--- src/rtl/tpsr_pkg.sv ---
// Shared constants and carriers for the timer pair start routing block
package tpsr_pkg;

  // ------------------------------------------------------------------
  // Register bus geometry
  // ------------------------------------------------------------------
  localparam int ADDR_W = 8;
  localparam int DATA_W = 32;

  // ------------------------------------------------------------------
  // Register byte offsets
  // ------------------------------------------------------------------
  localparam logic [ADDR_W-1:0] OFS_MODE = 8'h00;
  localparam logic [ADDR_W-1:0] OFS_START = 8'h04;
  localparam logic [ADDR_W-1:0] OFS_STATUS = 8'h08;

  // ------------------------------------------------------------------
  // Field positions
  // ------------------------------------------------------------------
  localparam int MODE_LSB = 0;
  localparam int START_EVEN_BIT = 0;
  localparam int START_ODD_BIT = 1;
  localparam int ST_CHANNEL_WAVEFORM_OUT_EVEN = 0;
  localparam int ST_CHANNEL_WAVEFORM_OUT_ODD = 1;
  localparam int ST_REJECT = 2;
  localparam int ST_PIN_EVEN = 3;
  localparam int ST_PIN_ODD = 4;

  // ------------------------------------------------------------------
  // Pair mode codes and reset values
  // ------------------------------------------------------------------
  localparam logic [3:0] MODE_SW_SIM = 4'h5;
  localparam logic [3:0] MODE_SW_STST = 4'h6;
  localparam logic [3:0] MODE_TMR_START = 4'h7;
  localparam logic [3:0] MODE_LAST_LEGAL = 4'h8;
  localparam logic [3:0] MODE_RESET = 4'h0;
  localparam int SYNC_STAGES = 2;

  // ------------------------------------------------------------------
  // Carriers
  // ------------------------------------------------------------------
  typedef struct packed {
    logic [ADDR_W-1:0] addr;
    logic [DATA_W-1:0] wdata;
    logic wr;
    logic rd;
  } tpsr_bus_req_t;

  typedef struct packed {
    logic external_clock_in;
    logic external_trigger_in;
    logic measured_wave_in;
    logic stop_trigger_in;
  } tpsr_chan_in_t;

endpackage : tpsr_pkg

--- src/rtl/tpsr_pair_route.sv ---
// Start routing and register slave for one even/odd timer channel pair
//
// Behaviour
// RULE1 - In mode 5 all channels whose start bit is written with one start in the same cycle.
// RULE2 - Writing one to a start bit raises that channel's clock, trigger and wave inputs.
// RULE3 - In modes 5 and 6 the out pins carry the channel waveforms and the in pins are ignored.
// RULE4 - Software sets each channel's trigger edge select to rising edge for these modes.
// RULE5 - In mode 6 a start write to the even bit raises the even channel's inputs.
// RULE6 - In mode 6 the odd channel starts on the even waveform's rise and stops on its fall.
// RULE7 - In mode 6 the even waveform drives all four odd channel inputs, stop included.
// RULE8 - The odd channel stops whenever its stop trigger input falls.
// RULE9 - In modes 6 and 7 the even waveform is exported as the chained output.
// RULE10 - In mode 7 the even waveform drives the odd clock, trigger and wave inputs.
// RULE11 - In mode 7 the even in pin feeds the even channel and the odd in pin is ignored.
// RULE12 - In mode 7 the odd channel starts on the even waveform's rise, as in mode 4.
// RULE13 - A four-bit mode field selects 5, 6 or 7; codes above 8 are refused.
// RULE14 - In start/stop routing the odd channel runs while the even waveform is high.
// RULE15 - Start bits self-clear so each write of one gives exactly one rising edge.
//
// The register offsets and the strobed register port were left to the implementer.
module tpsr_pair_route (
  // Clock and reset
  input wire logic core_clk,
  input wire logic nrst,
  // Register bus
  input wire tpsr_pkg::tpsr_bus_req_t bus_req,
  output logic [tpsr_pkg::DATA_W-1:0] bus_rdata,
  // Pins
  input wire logic timer_in_pin_even,
  input wire logic timer_in_pin_odd,
  output logic timer_out_pin_even,
  output logic timer_out_pin_odd,
  // Channel cores
  input wire logic channel_waveform_out_even,
  input wire logic channel_waveform_out_odd,
  output tpsr_pkg::tpsr_chan_in_t chan_even,
  output tpsr_pkg::tpsr_chan_in_t chan_odd,
  // Neighbouring pairs
  input wire logic chained_in,
  output logic chained_out
);

  // ------------------------------------------------------------------
  // Helpers
  // ------------------------------------------------------------------

  // One source fans out to the clock, trigger and wave inputs of a channel core; stop has its own source
  function automatic tpsr_pkg::tpsr_chan_in_t fan(input logic src, input logic stop);
    tpsr_pkg::tpsr_chan_in_t r;
    r.external_clock_in = src;
    r.external_trigger_in = src;
    r.measured_wave_in = src;
    r.stop_trigger_in = stop;
    return r;
  endfunction

  // Codes above MODE_LAST_LEGAL (8) are prohibited
  function automatic logic mode_legal(input logic [3:0] code);
    return (code <= tpsr_pkg::MODE_LAST_LEGAL);
  endfunction

  // ------------------------------------------------------------------
  // Declarations
  // ------------------------------------------------------------------
  logic [3:0] pair_mode_select;
  logic mode_rejected;
  logic [1:0] pin_sync;
  tpsr_pkg::tpsr_chan_in_t next_chan_even;
  tpsr_pkg::tpsr_chan_in_t next_chan_odd;
  logic [tpsr_pkg::DATA_W-1:0] next_rdata;

  // ------------------------------------------------------------------
  // Pin synchronisers
  // ------------------------------------------------------------------
  tpsr_sync2 #(
    .WIDTH(tpsr_pkg::SYNC_STAGES)
  ) u_pin_sync (
    .core_clk(core_clk),
    .nrst(nrst),
    .async_in({timer_in_pin_odd, timer_in_pin_even}),
    .sync_out(pin_sync)
  );

  // ------------------------------------------------------------------
  // Address decode
  // ------------------------------------------------------------------
  wire hit_mode = bus_req.addr == tpsr_pkg::OFS_MODE;
  wire hit_start = bus_req.addr == tpsr_pkg::OFS_START;
  wire hit_status = bus_req.addr == tpsr_pkg::OFS_STATUS;
  wire [3:0] wr_mode_val = bus_req.wdata[tpsr_pkg::MODE_LSB +: 4];
  wire wr_mode = bus_req.wr && hit_mode;
  wire wr_mode_bad = wr_mode && !mode_legal(wr_mode_val);
  wire clr_reject = bus_req.wr && hit_status && bus_req.wdata[tpsr_pkg::ST_REJECT];

  // Start strikes are taken straight from the write, so they never linger
  wire start_even = bus_req.wr && hit_start &&
    bus_req.wdata[tpsr_pkg::START_EVEN_BIT]; // [RULE15]
  wire start_odd = bus_req.wr && hit_start &&
    bus_req.wdata[tpsr_pkg::START_ODD_BIT]; // [RULE15]

  // ------------------------------------------------------------------
  // Mode decode
  // ------------------------------------------------------------------
  wire is_sw_sim = pair_mode_select == tpsr_pkg::MODE_SW_SIM; // [RULE13]
  wire is_sw_stst = pair_mode_select == tpsr_pkg::MODE_SW_STST; // [RULE13]
  wire is_tmr_start = pair_mode_select == tpsr_pkg::MODE_TMR_START; // [RULE13]
  wire even_exported = is_sw_stst || is_tmr_start;

  // ------------------------------------------------------------------
  // Mode register and reject flag
  // ------------------------------------------------------------------

  // Prohibited codes are dropped so the routing never sees them
  always_ff @(posedge core_clk or negedge nrst) begin
    if (!nrst) begin
      pair_mode_select <= tpsr_pkg::MODE_RESET;
    end else if (wr_mode && !wr_mode_bad) begin
      pair_mode_select <= wr_mode_val; // [RULE13]
    end
  end

  // A refused write in the same cycle as a clear keeps the flag set
  always_ff @(posedge core_clk or negedge nrst) begin
    if (!nrst) begin
      mode_rejected <= 1'b0;
    end else if (wr_mode_bad) begin
      mode_rejected <= 1'b1; // [RULE13]
    end else if (clr_reject) begin
      mode_rejected <= 1'b0;
    end
  end

  // ------------------------------------------------------------------
  // Channel input routing
  // ------------------------------------------------------------------

  // Even channel source by mode; other modes take the synchronised pin
  always_comb begin
    if (is_sw_sim || is_sw_stst) begin
      next_chan_even = fan(start_even, 1'b1); // [RULE2] [RULE5] [RULE3]
    end else begin
      next_chan_even = fan(pin_sync[0], 1'b1); // [RULE11]
    end
  end

  // Odd channel source; outside mode 6 the stop input idles high so no false fall
  always_comb begin
    if (is_sw_sim) begin
      next_chan_odd = fan(start_odd, 1'b1); // [RULE1] [RULE2] [RULE3]
    end else if (is_sw_stst) begin
      next_chan_odd = fan(channel_waveform_out_even,
        channel_waveform_out_even); // [RULE6] [RULE7] [RULE8] [RULE14]
    end else if (is_tmr_start) begin
      next_chan_odd = fan(channel_waveform_out_even, 1'b1); // [RULE10] [RULE12]
    end else begin
      next_chan_odd = fan(pin_sync[1], 1'b1);
    end
  end

  // All channel inputs share one register stage, so paired starts align
  always_ff @(posedge core_clk or negedge nrst) begin
    if (!nrst) begin
      chan_even <= '0;
      chan_odd <= '0;
    end else begin
      chan_even <= next_chan_even; // [RULE1]
      chan_odd <= next_chan_odd; // [RULE1]
    end
  end

  // ------------------------------------------------------------------
  // Pin outputs and chaining
  // ------------------------------------------------------------------

  // Waveforms take the same one-cycle stage as the odd channel feed
  always_ff @(posedge core_clk or negedge nrst) begin
    if (!nrst) begin
      timer_out_pin_even <= 1'b0;
      timer_out_pin_odd <= 1'b0;
      chained_out <= 1'b0;
    end else begin
      timer_out_pin_even <= channel_waveform_out_even; // [RULE3]
      timer_out_pin_odd <= channel_waveform_out_odd; // [RULE3]
      chained_out <= even_exported ? channel_waveform_out_even : chained_in; // [RULE9]
    end
  end

  // ------------------------------------------------------------------
  // Read path
  // ------------------------------------------------------------------

  // Unmapped addresses and the start register read as zero
  always_comb begin
    next_rdata = '0;
    if (bus_req.rd && hit_mode) begin
      next_rdata[tpsr_pkg::MODE_LSB +: 4] = pair_mode_select;
    end else if (bus_req.rd && hit_status) begin
      next_rdata[tpsr_pkg::ST_CHANNEL_WAVEFORM_OUT_EVEN] = channel_waveform_out_even;
      next_rdata[tpsr_pkg::ST_CHANNEL_WAVEFORM_OUT_ODD] = channel_waveform_out_odd;
      next_rdata[tpsr_pkg::ST_REJECT] = mode_rejected;
      next_rdata[tpsr_pkg::ST_PIN_EVEN] = pin_sync[0];
      next_rdata[tpsr_pkg::ST_PIN_ODD] = pin_sync[1];
    end
  end

  // Data stands only in the cycle after the read strobe
  always_ff @(posedge core_clk or negedge nrst) begin
    if (!nrst) begin
      bus_rdata <= '0;
    end else begin
      bus_rdata <= next_rdata;
    end
  end

  // Mode as it stood one cycle ago; the routing stage lags the mode by that much
  logic [3:0] mode_prev;

  always_ff @(posedge core_clk or negedge nrst) begin
    if (!nrst) begin
      mode_prev <= tpsr_pkg::MODE_RESET;
    end else begin
      mode_prev <= pair_mode_select;
    end
  end

  // Mode held over the last cycle, so one-stage checks are fair
  wire mode_held = pair_mode_select == mode_prev;
endmodule // tpsr_pair_route

--- src/rtl/tpsr_sync2.sv ---
// Two-flop synchroniser for asynchronous pin levels
module tpsr_sync2 #(
  parameter int WIDTH = 2
) (
  // Clock and reset
  input wire logic core_clk,
  input wire logic nrst,
  // Level in and out
  input wire logic [WIDTH-1:0] async_in,
  output logic [WIDTH-1:0] sync_out
);

  logic [WIDTH-1:0] meta;

  // First stage feeds only the second stage
  always_ff @(posedge core_clk or negedge nrst) begin
    if (!nrst) begin
      meta <= '0;
      sync_out <= '0;
    end else begin
      meta <= async_in;
      sync_out <= meta;
    end
  end

endmodule // tpsr_sync2

--- config.mk ---
export PLATFORM = sky130hd
export DESIGN_NAME = tpsr_pair_route
export DESIGN_NICKNAME = d
export VERILOG_FILES = /design/src/rtl/tpsr_pkg.sv /design/src/rtl/tpsr_pair_route.sv /design/src/rtl/tpsr_sync2.sv
export SDC_FILE = /design/constraint.sdc
export NUM_CORES = 1
export LEC_CHECK = 0
export BUFFER_PORTS_ARGS = -buffer_cell sky130_fd_sc_hd__buf_2
export CAP_MARGIN = 20
export CELL_PAD_IN_SITES_DETAIL_PLACEMENT = 1
export CELL_PAD_IN_SITES_GLOBAL_PLACEMENT = 2
export CORE_MARGIN = 3
export CORE_UTILIZATION = 20
export DETAILED_ROUTE_END_ITERATION = 16
export PLACE_DENSITY = 0.83
export RECOVER_POWER = 50
export SKIP_LAST_GASP = 1
export SYNTH_ARGS = -nofsm -noshare
export SYNTH_HDL_FRONTEND = slang
export SYNTH_SLANG_ARGS = --single-unit
--- constraint.sdc ---
create_clock -name core_clk -period 1.1 [get_ports core_clk]
set_input_delay 0.055 -clock core_clk [delete_from_list [all_inputs] [get_ports core_clk]]
set_output_delay 0.055 -clock core_clk [all_outputs]
set_load 0.01 [all_outputs]
# ---- After elaboration in Yosys (flattened, before gate mapping)
# Index checks and enable logic that the tools add are counted.
# Widths: inputs -> output; s select.
dict set report totals {
  regBits 25
  latchBits 0
  mem_bits_rw 0
  mem_bits_ro 0
  inputBits 49
  out_inout_bits 43
  elab_cells 48
  mem_count 0
}
dict set report classes {
  addsub 0
  multipliers 0
  div 0
  order_cmp 1
  n_eq_ne 5
  shifts 0
  n_mux 10
  bitwise 0
  n_reduce_logical 16
}
# operator n
set ops {}
lappend ops {{$mux 4} 5}
lappend ops {{$eq 4x3->1 const B} 3}
lappend ops {{$logic_and 1x1->1} 10}
lappend ops {{$eq 8x3->1 const B} 1}
lappend ops {{$eq 8x4->1 const B} 1}
lappend ops {{$logic_not 8->1} 1}
lappend ops {{$mux 5} 1}
lappend ops {{$le 4x4->1 const B} 1}
lappend ops {{$mux 1} 4}
lappend ops {{$logic_not 1->1} 2}
lappend ops {{$logic_or 1x1->1} 2}
lappend ops {{$reduce_bool 2->1} 1}

# ---- Longest topological paths before layout
# Gate-level depths: netlist (run 1).
dict set report depth {
  ltp_word 5
  depth_mapped 4
  depth_no_buf 3
}

# ---- Cells and area by module
# A second synthesis (run 1) with hierarchy kept.
dict set report hier_totals {
  hier_cells 98
  hier_area_um2 1066.0
}
# module instances cells_each area_per_inst_um2 seq_area_each_um2
set modules_own_cells {}
lappend modules_own_cells {tpsr_pair_route 1 94 965.9 425.4}
lappend modules_own_cells {tpsr_sync2 1 4 100.1 100.1}

# ---- Worst setup path after synthesis (run 1)
# Ideal clock, no wire load.
dict set report synth_path {
  path_type {input to register}
  from {in bus_req[39] (netlist name)}
  to {reg pair_mode_select[1]}
  setup_time_ps 121
  arrival_ps 1319
  required_time_ps 979
  path_slack_ps -340
  stages 3
  n_path_buf 0
  cell_sequence {or4_4 > or4b_4 > a22o_1}
}
dict set report synth_via {
  elab_chain_cells 5
}
# item line_no
set synth_lines {}
lappend synth_lines {{from (decl)} tpsr_pair_route.sv:26} ;# input wire tpsr_pkg::tpsr_bus_req_t bus_req,
lappend synth_lines {{$logic_not 8->1 *} tpsr_pair_route.sv:87} ;# wire hit_mode = bus_req.addr == tpsr_pkg::OFS_MODE;
lappend synth_lines {{$logic_and 1x1->1 *} tpsr_pair_route.sv:91} ;# wire wr_mode = bus_req.wr && hit_mode;
lappend synth_lines {{$logic_and 1x1->1} tpsr_pair_route.sv:92} ;# wire wr_mode_bad = wr_mode && !mode_legal(wr_mode_val);
lappend synth_lines {{$logic_not 1->1} tpsr_pair_route.sv:117} ;# end else if (wr_mode && !wr_mode_bad) begin
lappend synth_lines {{$logic_and 1x1->1 *} tpsr_pair_route.sv:117}
lappend synth_lines {{to (signal assigned)} tpsr_pair_route.sv:116} ;# pair_mode_select <= tpsr_pkg::MODE_RESET;
lappend synth_lines {{to (signal assigned)} tpsr_pair_route.sv:118} ;# pair_mode_select <= wr_mode_val;
lappend synth_lines {{to (decl)} tpsr_pair_route.sv:65} ;# logic [3:0] pair_mode_select;
# Every way passes the cells marked *; elsewhere a longest branch is shown, timed or not.
# A chain may end at the register's enable or synchronous reset.

# ---- Final worst setup path (run 1)
dict set report layout_path {
  from {in bus_req[39] (netlist name)}
  to {reg pair_mode_select[0]}
}
# Same word-level chain as after synthesis.

==> results.md, run 1 <==
* Status: complete, but fails checks
* Failing checks: negative setup slack
* Final setup fails at 5
* TNS Setup at -0.531 ns
* Unrepaired setup endpoints after global routing: true
* Filler cells at about 600
* Crit path max fanout at 4
* Main synth FF type: dfrtp_1
* EDFF count, synth at 0
* Number of global-route vias before repair at 840
* GP Congestion at 0.709
* # clock sinks at 21
* Ant diodes at 0
* DR pass1 iterations at 4
* Total number of vias at 811
* Hold Crit Class: primary input to register
* Core area at around 4900 um^2
* Core Rows at 25
* Max Slew Vio Count at 0
* Mean Syn Cell Area at 11.0 um^2
* Clock slew at the register clock pins of the worst setup and hold paths at around 0.070 ns
* CP Data Arrival Time at 1.40 ns
* Initial antenna violation count at 0
* Max Fclk at 793 MHz
* Max clock buf depth at 2
* Cell variety after synth at 26
* WS Path Type: primary input to register
* CP required at 1.24 ns
* #FFs+latches synth at 21
* Synth cell count leaders: 31 x buf_4, 21 x dfrtp_1, 7 x mux2i_1
* NetSw at ~370 uW
* Max cap viols at 0
* Area Growth Syn to Fin at 37.5%
* Yosys warns at 0
* Most frequent cell after synthesis: buf_4
* Maximum number of pins on one net before global-route repair at 22
* Synth area leader: dfrtp_1
* Final Critical Period at 1.26 ns
* Setup ws final at -0.160 ns
* Total CTS buffers at 3
* Top cell type's share of synthesized area at about 50%
* Mapped cell area at roughly 1100 um^2
* Wire length per cell at 10.7 um
* Post-synth ARST share at 100%
* Initial DRC count at 42
* Bufs and invs on worst path at 1
* Clk root buf: clkbuf_8
* IO buf count at 36
* First-pass GRT wire length at 3770 um
* Critical-path top delay cell: or4_4
* Crit-path max cell delay at 0.52 ns
* Crit path launch type: primary input
* Total chip power at roughly 1500 uW
* Comb power frac at roughly 16%
* Overflow after GRT at 0
* Maximum VDD drop at 0.000470 V
* Top post-synthesis cells by area: dfrtp_1 49%, buf_4 22%, mux2i_1 6.5%
* Sw Share at between 20% and 30%
* Clock network fraction of total power at 31.4%
* Nets at approximately 210
* Io pins at 92
* Crit path max-delay family: simple AND/OR/NAND/NOR gates
* Power density over the cells at a little over 1000 nW/um^2
* Htree depth at 1
* Worst path cell trace: buf_6, or4_4, or4b_4, a22o_1
* Starting Density at 21.6%
* Cells after Synth at 97
* Drt drc at 0
* Worst-Skew Late Latency at 0.25 ns
* Final HPWL DP at 1900 um
* Seq pwr share at a little over half
* Fraction of layout instances using a drive strength above 1 at 41.0%
* Cell Int Power at 1160 uW
* Period utilisation layout at 115%
* Chip width at 79.1 um
* Via/cell ratio at 3.64
* Routed Antenna Nets at 0
* Share of the yosys chip area belonging to registers at between 40% and 50%
* LEAKAGE at 0.000759 uW
* Global-route usage over all layers at 7.27%
* Clk_skew at about 0.0035 ns
* Fin. Hold Viols at 0
* TritonCTS clock tree: built
* Final wirelength at between 2000 and 2500 um
* Die Y at 79.1 um
* Worst Setup End Kind: register
* DIE AREA at between 6000 and 7000 um^2
## final timing paths
kind                                startpoint                endpoint  slack, ns  cells after the start
max in group asynchronous                 nrst      u_pin_sync.meta[1]       0.45                      2
min in group asynchronous                 nrst            chan_even[3]       0.31                      2
min reg2reg                 u_pin_sync.meta[0]  u_pin_sync.sync_out[0]       0.35                      0
min                                 chained_in             chained_out       0.04                      2
max reg2reg                pair_mode_select[3]             chan_odd[0]      -0.02                      2
max                                bus_req[39]     pair_mode_select[0]      -0.16                      4
## registers in the layout (all words and copies together), names as in the netlist, 2 cells and up
| name | flops |
|---|---|
| chan_odd | 2 |
| bus_rdata | 5 |
| pair_mode_select | 4 |
| u_pin_sync.sync_out | 2 |
| u_pin_sync.meta | 2 |
| chan_even | 2 |
## final cells by class
cell class	count	area [um^2]	share of cell area [%]
Tap cell	67	83.8	5.70
Sequential cell	21	526	35.7
Timing Repair Buffer	61	384	26.1
Clock buffer	4	45.0	3.06
Multi-Input combinational cell	67	422	28.7
Inverter	3	11.3	0.765
## metrics by stage
step / utilization [%] / instances / setup slack [ns] / cell area [um^2] / hold WS [ns]
after global routing: 29.8 / 223 / -0.182 / 1470 / 0.0435
after CTS: 29.2 / 222 / -0.153 / 1450 / 0.0372
after global placement: 26.9 / 212 / -0.421 / 1330 / 0.0269
final: 29.8 / 223 / -0.160 / 1470 / 0.0419
after floorplan: - / 123 / -0.286 / 1170 / -0.241
after detailed placement: 26.9 / 212 / -0.442 / 1330 / 0.0295
## cells in the final DEF (no fill, tap or decap), types with 2 or more instances in the layout
master,netlist,layout
clkbuf_1,1,3
conb_1,2,28
mux2i_1,7,7
or3_1,3,3
clkbuf_8,0,3
inv_1,3,3
nor2_1,5,5
buf_2,0,32
buf_4,31,20
a21oi_1,2,2
dfrtp_1,21,21
nand4_1,2,2
a22o_1,3,3
dlygate4sd3_1,0,5
## per-layer routing
layer | GRT usage, % | wire [um]
met1 | 7.96 | 885
met2 | 14.6 | 1360
met3 | 0.907 | 148
met4 | 1.55 | 0
met5 | 0 | 0
## logic make-up after synthesis
kind of cell	count (synthesis)	synth area share, %
compound gates	7	4.68
xor+xnor	1	0.819
buf+inv	35	23.2
flops	21	49.1
mux	8	7.60
other cells	2	0.702
simple gates	23	13.9
## timing repair
action                     4_1_cts  5_1_grt
gates resized for setup          2        3
hold buffers                     5        0
setup buffers                    1        1
setup endpoints to repair        6        9
hold endpoints to repair        25        0
pin swaps                        2        0
## power by group through the flow
| stage | Clock, uW | Sequential (uW) | Combinational, uW |
|---|---|---|---|
| 6_report | 479 | 807 | 241 |
| 5_1_grt | 551 | 810 | 270 |
| 4_1_cts | 506 | 807 | 233 |
| 3_5_place_dp | 0 | 822 | 215 |
| 3_3_place_gp | 0 | 821 | 211 |
| 2_1_floorplan | 0 | 827 | 166 |
Note: power is estimated with default switching activity, not from simulation.
==> run 2, diff against run 1 <==
--- a/config.mk
+++ b/config.mk
@@ -5,14 +5,16 @@
 export SDC_FILE = /design/constraint.sdc
 export NUM_CORES = 1
 export LEC_CHECK = 0
+export ABC_AREA = 1
 export BUFFER_PORTS_ARGS = -buffer_cell sky130_fd_sc_hd__buf_2
 export CAP_MARGIN = 20
 export CELL_PAD_IN_SITES_DETAIL_PLACEMENT = 1
 export CELL_PAD_IN_SITES_GLOBAL_PLACEMENT = 2
+export CORE_ASPECT_RATIO = 1.4
 export CORE_MARGIN = 3
-export CORE_UTILIZATION = 20
+export CORE_UTILIZATION = 19
 export DETAILED_ROUTE_END_ITERATION = 16
-export PLACE_DENSITY = 0.83
+export PLACE_DENSITY = 0.8
 export RECOVER_POWER = 50
 export SKIP_LAST_GASP = 1
 export SYNTH_ARGS = -nofsm -noshare
==> run 2 against run 1 <==
The run now ends clean. First-iteration DRC count decreased by 52%. Synthesized area increased by 9.9%. Register-to-register slack improved by 0.08 ns. Clock-buffer cell count decreased by 1. Combinational power decreased by 15%. Synthesized cell count increased by 46%. Critical endpoint is now chan_odd[3]. Largest cell class unchanged.
==> results.md, run 2 <==
* Final wirelength at 2460 um
* Core Rows at 33
* Core area at 5950 um^2
* Maximum number of pins on one net before global-route repair at 22
* Initial DRC count at 20
* Sw Share at 26.1%
* DR pass1 iterations at 4
* Area Growth Syn to Fin at 20.0%
* WS Path Type: register to register
* LEAKAGE at 0.000781 uW
* Final Critical Period at 1.04 ns
* Worst Setup End Kind: register
* DIE AREA at slightly above 7000 um^2
* Mean Syn Cell Area at roughly 8.3 um^2
* Mapped cell area at 1180 um^2
* Adder-Cell Fraction of Synth Area at 0%
* Die Y at 99.1 um
* Met3 WL at 276 um
* Clk root buf: clkbuf_8
* Comb power frac at 13.6%
* Overflow after GRT at 0
* Clock network fraction of total power at 32.9%
* Nets at 233
* Starting Density at between 15 and 20%
* Cell variety after synth at 16
* Bufs and invs on worst path at 0
* Main synth FF type: dfrtp_1
* Max cap viols at 0
* Crit path launch type: register
* Max Slew Vio Count at 0
* Ant diodes at 0
* Fraction of layout instances using a drive strength above 1 at 29.0%
* Chip width at 72.5 um
* Final HPWL DP at ~2000 um
* Cell Int Power at 1120 uW
* Total CTS buffers at 3
* Seq pwr share at 53.5%
* Synth cell count leaders: 32 x buf_4, 32 x nand2_1, 21 x dfrtp_1
* Max clock buf depth at 2
* Crit path max-delay family: simple AND/OR/NAND/NOR gates
* TritonCTS clock tree: built
* Hold Crit Class: primary input to register
* Largest register FFs at 5
* Top cell type's share of synthesized area at 44.7%
* Clk_skew at 0.00179 ns
* Initial antenna violation count at 0
* Met2 wire len at 1200 um
* Most frequent cells in the layout: 32 x nand2_1, 32 x buf_2, 28 x conb_1, 20 x dfrtp_1, 14 x inv_1
* Htree depth at 1
* Unrepaired setup endpoints after global routing: true
* Io pins at a little over 90
* Routed Antenna Nets at 0
* Post-synth ARST share at 100%
* Fin. Hold Viols at 0
* Top Registers: bus_rdata: 5 flops, pair_mode_select: 4 flops
* Synth area leader: dfrtp_1
* Status: complete, no violations
* Worst path cell trace: nor2_2, nand3_2, nor2_1, nand2_1, nand2_1
* Global-route usage over all layers at 6.81%
* EDFF count, synth at 0
* Crit-path max cell delay at 0.44 ns
* Post-synthesis mux area share at 0%
* CP required at 1.30 ns
* Simple-gate share of the synthesized area at 26.5%
* Cells after Synth at approximately 140
* Drt drc at 0
* CP Data Arrival Time at around 1.2 ns
* Share of the yosys chip area belonging to registers at 44.7%
* Hold slack at 0.0212 ns
* Met1 Wirelength at around 900 um
* Final core occ at 23.7%
* Top post-synthesis cells by area: dfrtp_1 45%, buf_4 20%, nand2_1 10%
* Via/cell ratio at 3.59
* Total number of vias at approximately 910
* Max Fclk at roughly 960 MHz
* Top Layer Used: met4
* Yosys warns at 0
* Biggest register: bus_rdata
* # clock sinks at 21
* Critical-path top delay cell: dfrtp_2
* Crit path max fanout at 4
* Clock slew at the register clock pins of the worst setup and hold paths at 0.07 ns
* Period utilisation layout at 94.3%
* IO buf count at 36
* GP Congestion at ~0.78
* Worst-Skew Late Latency at 0.26 ns
* CP most frequent cell: nand2_1
* Compound-Gate Fraction of Synth Area at 2.02%
* Maximum VDD drop at about 0.00037 V
* #FFs+latches synth at 21
* Wire length per cell at 9.70 um
* NetSw at 395 uW
* Filler cells at 768
* Number of global-route vias before repair at 876
* Power density over the cells at 1070 nW/um^2
* Final setup fails at 0
* Largest family of logic cells by synthesized area: simple AND/OR/NAND/NOR gates
* First-pass GRT wire length at 3790 um
* Post-synthesis xor/xnor area fraction at 0%
## run 2: path summary, 6_finish.rpt
path                                               end  depth (start not counted)  slack (ns)           startpoint
worst max-delay path                       chan_odd[3]                          5        0.06  pair_mode_select[3]
worst min-delay path                       chained_out                          3        0.02           chained_in
worst max register to register             chan_odd[3]                          5        0.06  pair_mode_select[3]
worst min register to register  u_pin_sync.sync_out[0]                          0        0.35   u_pin_sync.meta[0]
max in group asynchronous          pair_mode_select[3]                          2        0.45                 nrst
min in group asynchronous            timer_out_pin_odd                          2        0.29                 nrst
## run 2: repair_timing
item                       in CTS  in global routing
hold buffers                    5                  0
buffers inserted                0                  1
setup endpoints to repair       0                  2
gates resized for setup         0                  4
hold endpoints to repair       25                  0
## run 2: cells by family after synthesis
family | count (synthesis)
compound gates | 4
other cells | 2
simple gates | 67
flops | 21
buf+inv | 48
## run 2: metrics by stage
step	cells	cell area (um^2)	power (uW)	setup TNS (ns)	worst slack (ns)
final	253	1410	1510	0	0.0623
after global routing	253	1410	1600	-0.0534	-0.0430
after CTS	252	1400	1540	0	0.0320
after detailed placement	243	1310	1020	0	0.0539
after global placement	243	1310	1010	0	0.0867
after floorplan	168	1270	1010	0	0.207
## run 2: cell type report
cell class,instances,area (um^2),share of cell area [%]
Sequential cell,21,527,37.3
Multi-Input combinational cell,99,445,31.6
Timing Repair Buffer,44,249,17.6
Tap cell,70,87.6,6.21
Inverter,15,56.3,3.99
Clock buffer,3,41.3,2.93
Clock inverter,1,5.00,0.355
## run 2: layer usage
| metal | vias up | GRT usage [%] |
|---|---|---|
| met1 | 404 | 7.15 |
| met3 | 4 | 2.02 |
| met4 | 0 | 3.84 |
| met2 | 44 | 11.9 |
| li1 | 456 | - |
| met5 | - | 0 |
## run 2: power by group through the flow
stage	registers (uW)	clock network [uW]	logic, uW
final	809	498	205
after detailed placement	824	0	192
after CTS	809	521	206
after global routing	813	559	232
after global placement	824	0	190
after floorplan	828	0	177
## run 2: worst register-to-register path: stages, from the launching register on
cell and delay (ns):
dfrtp_2 0.44, nor2_2 0.17, nand3_2 0.12, nor2_1 0.11, nand2_1 0.06, nand2_1 0.08
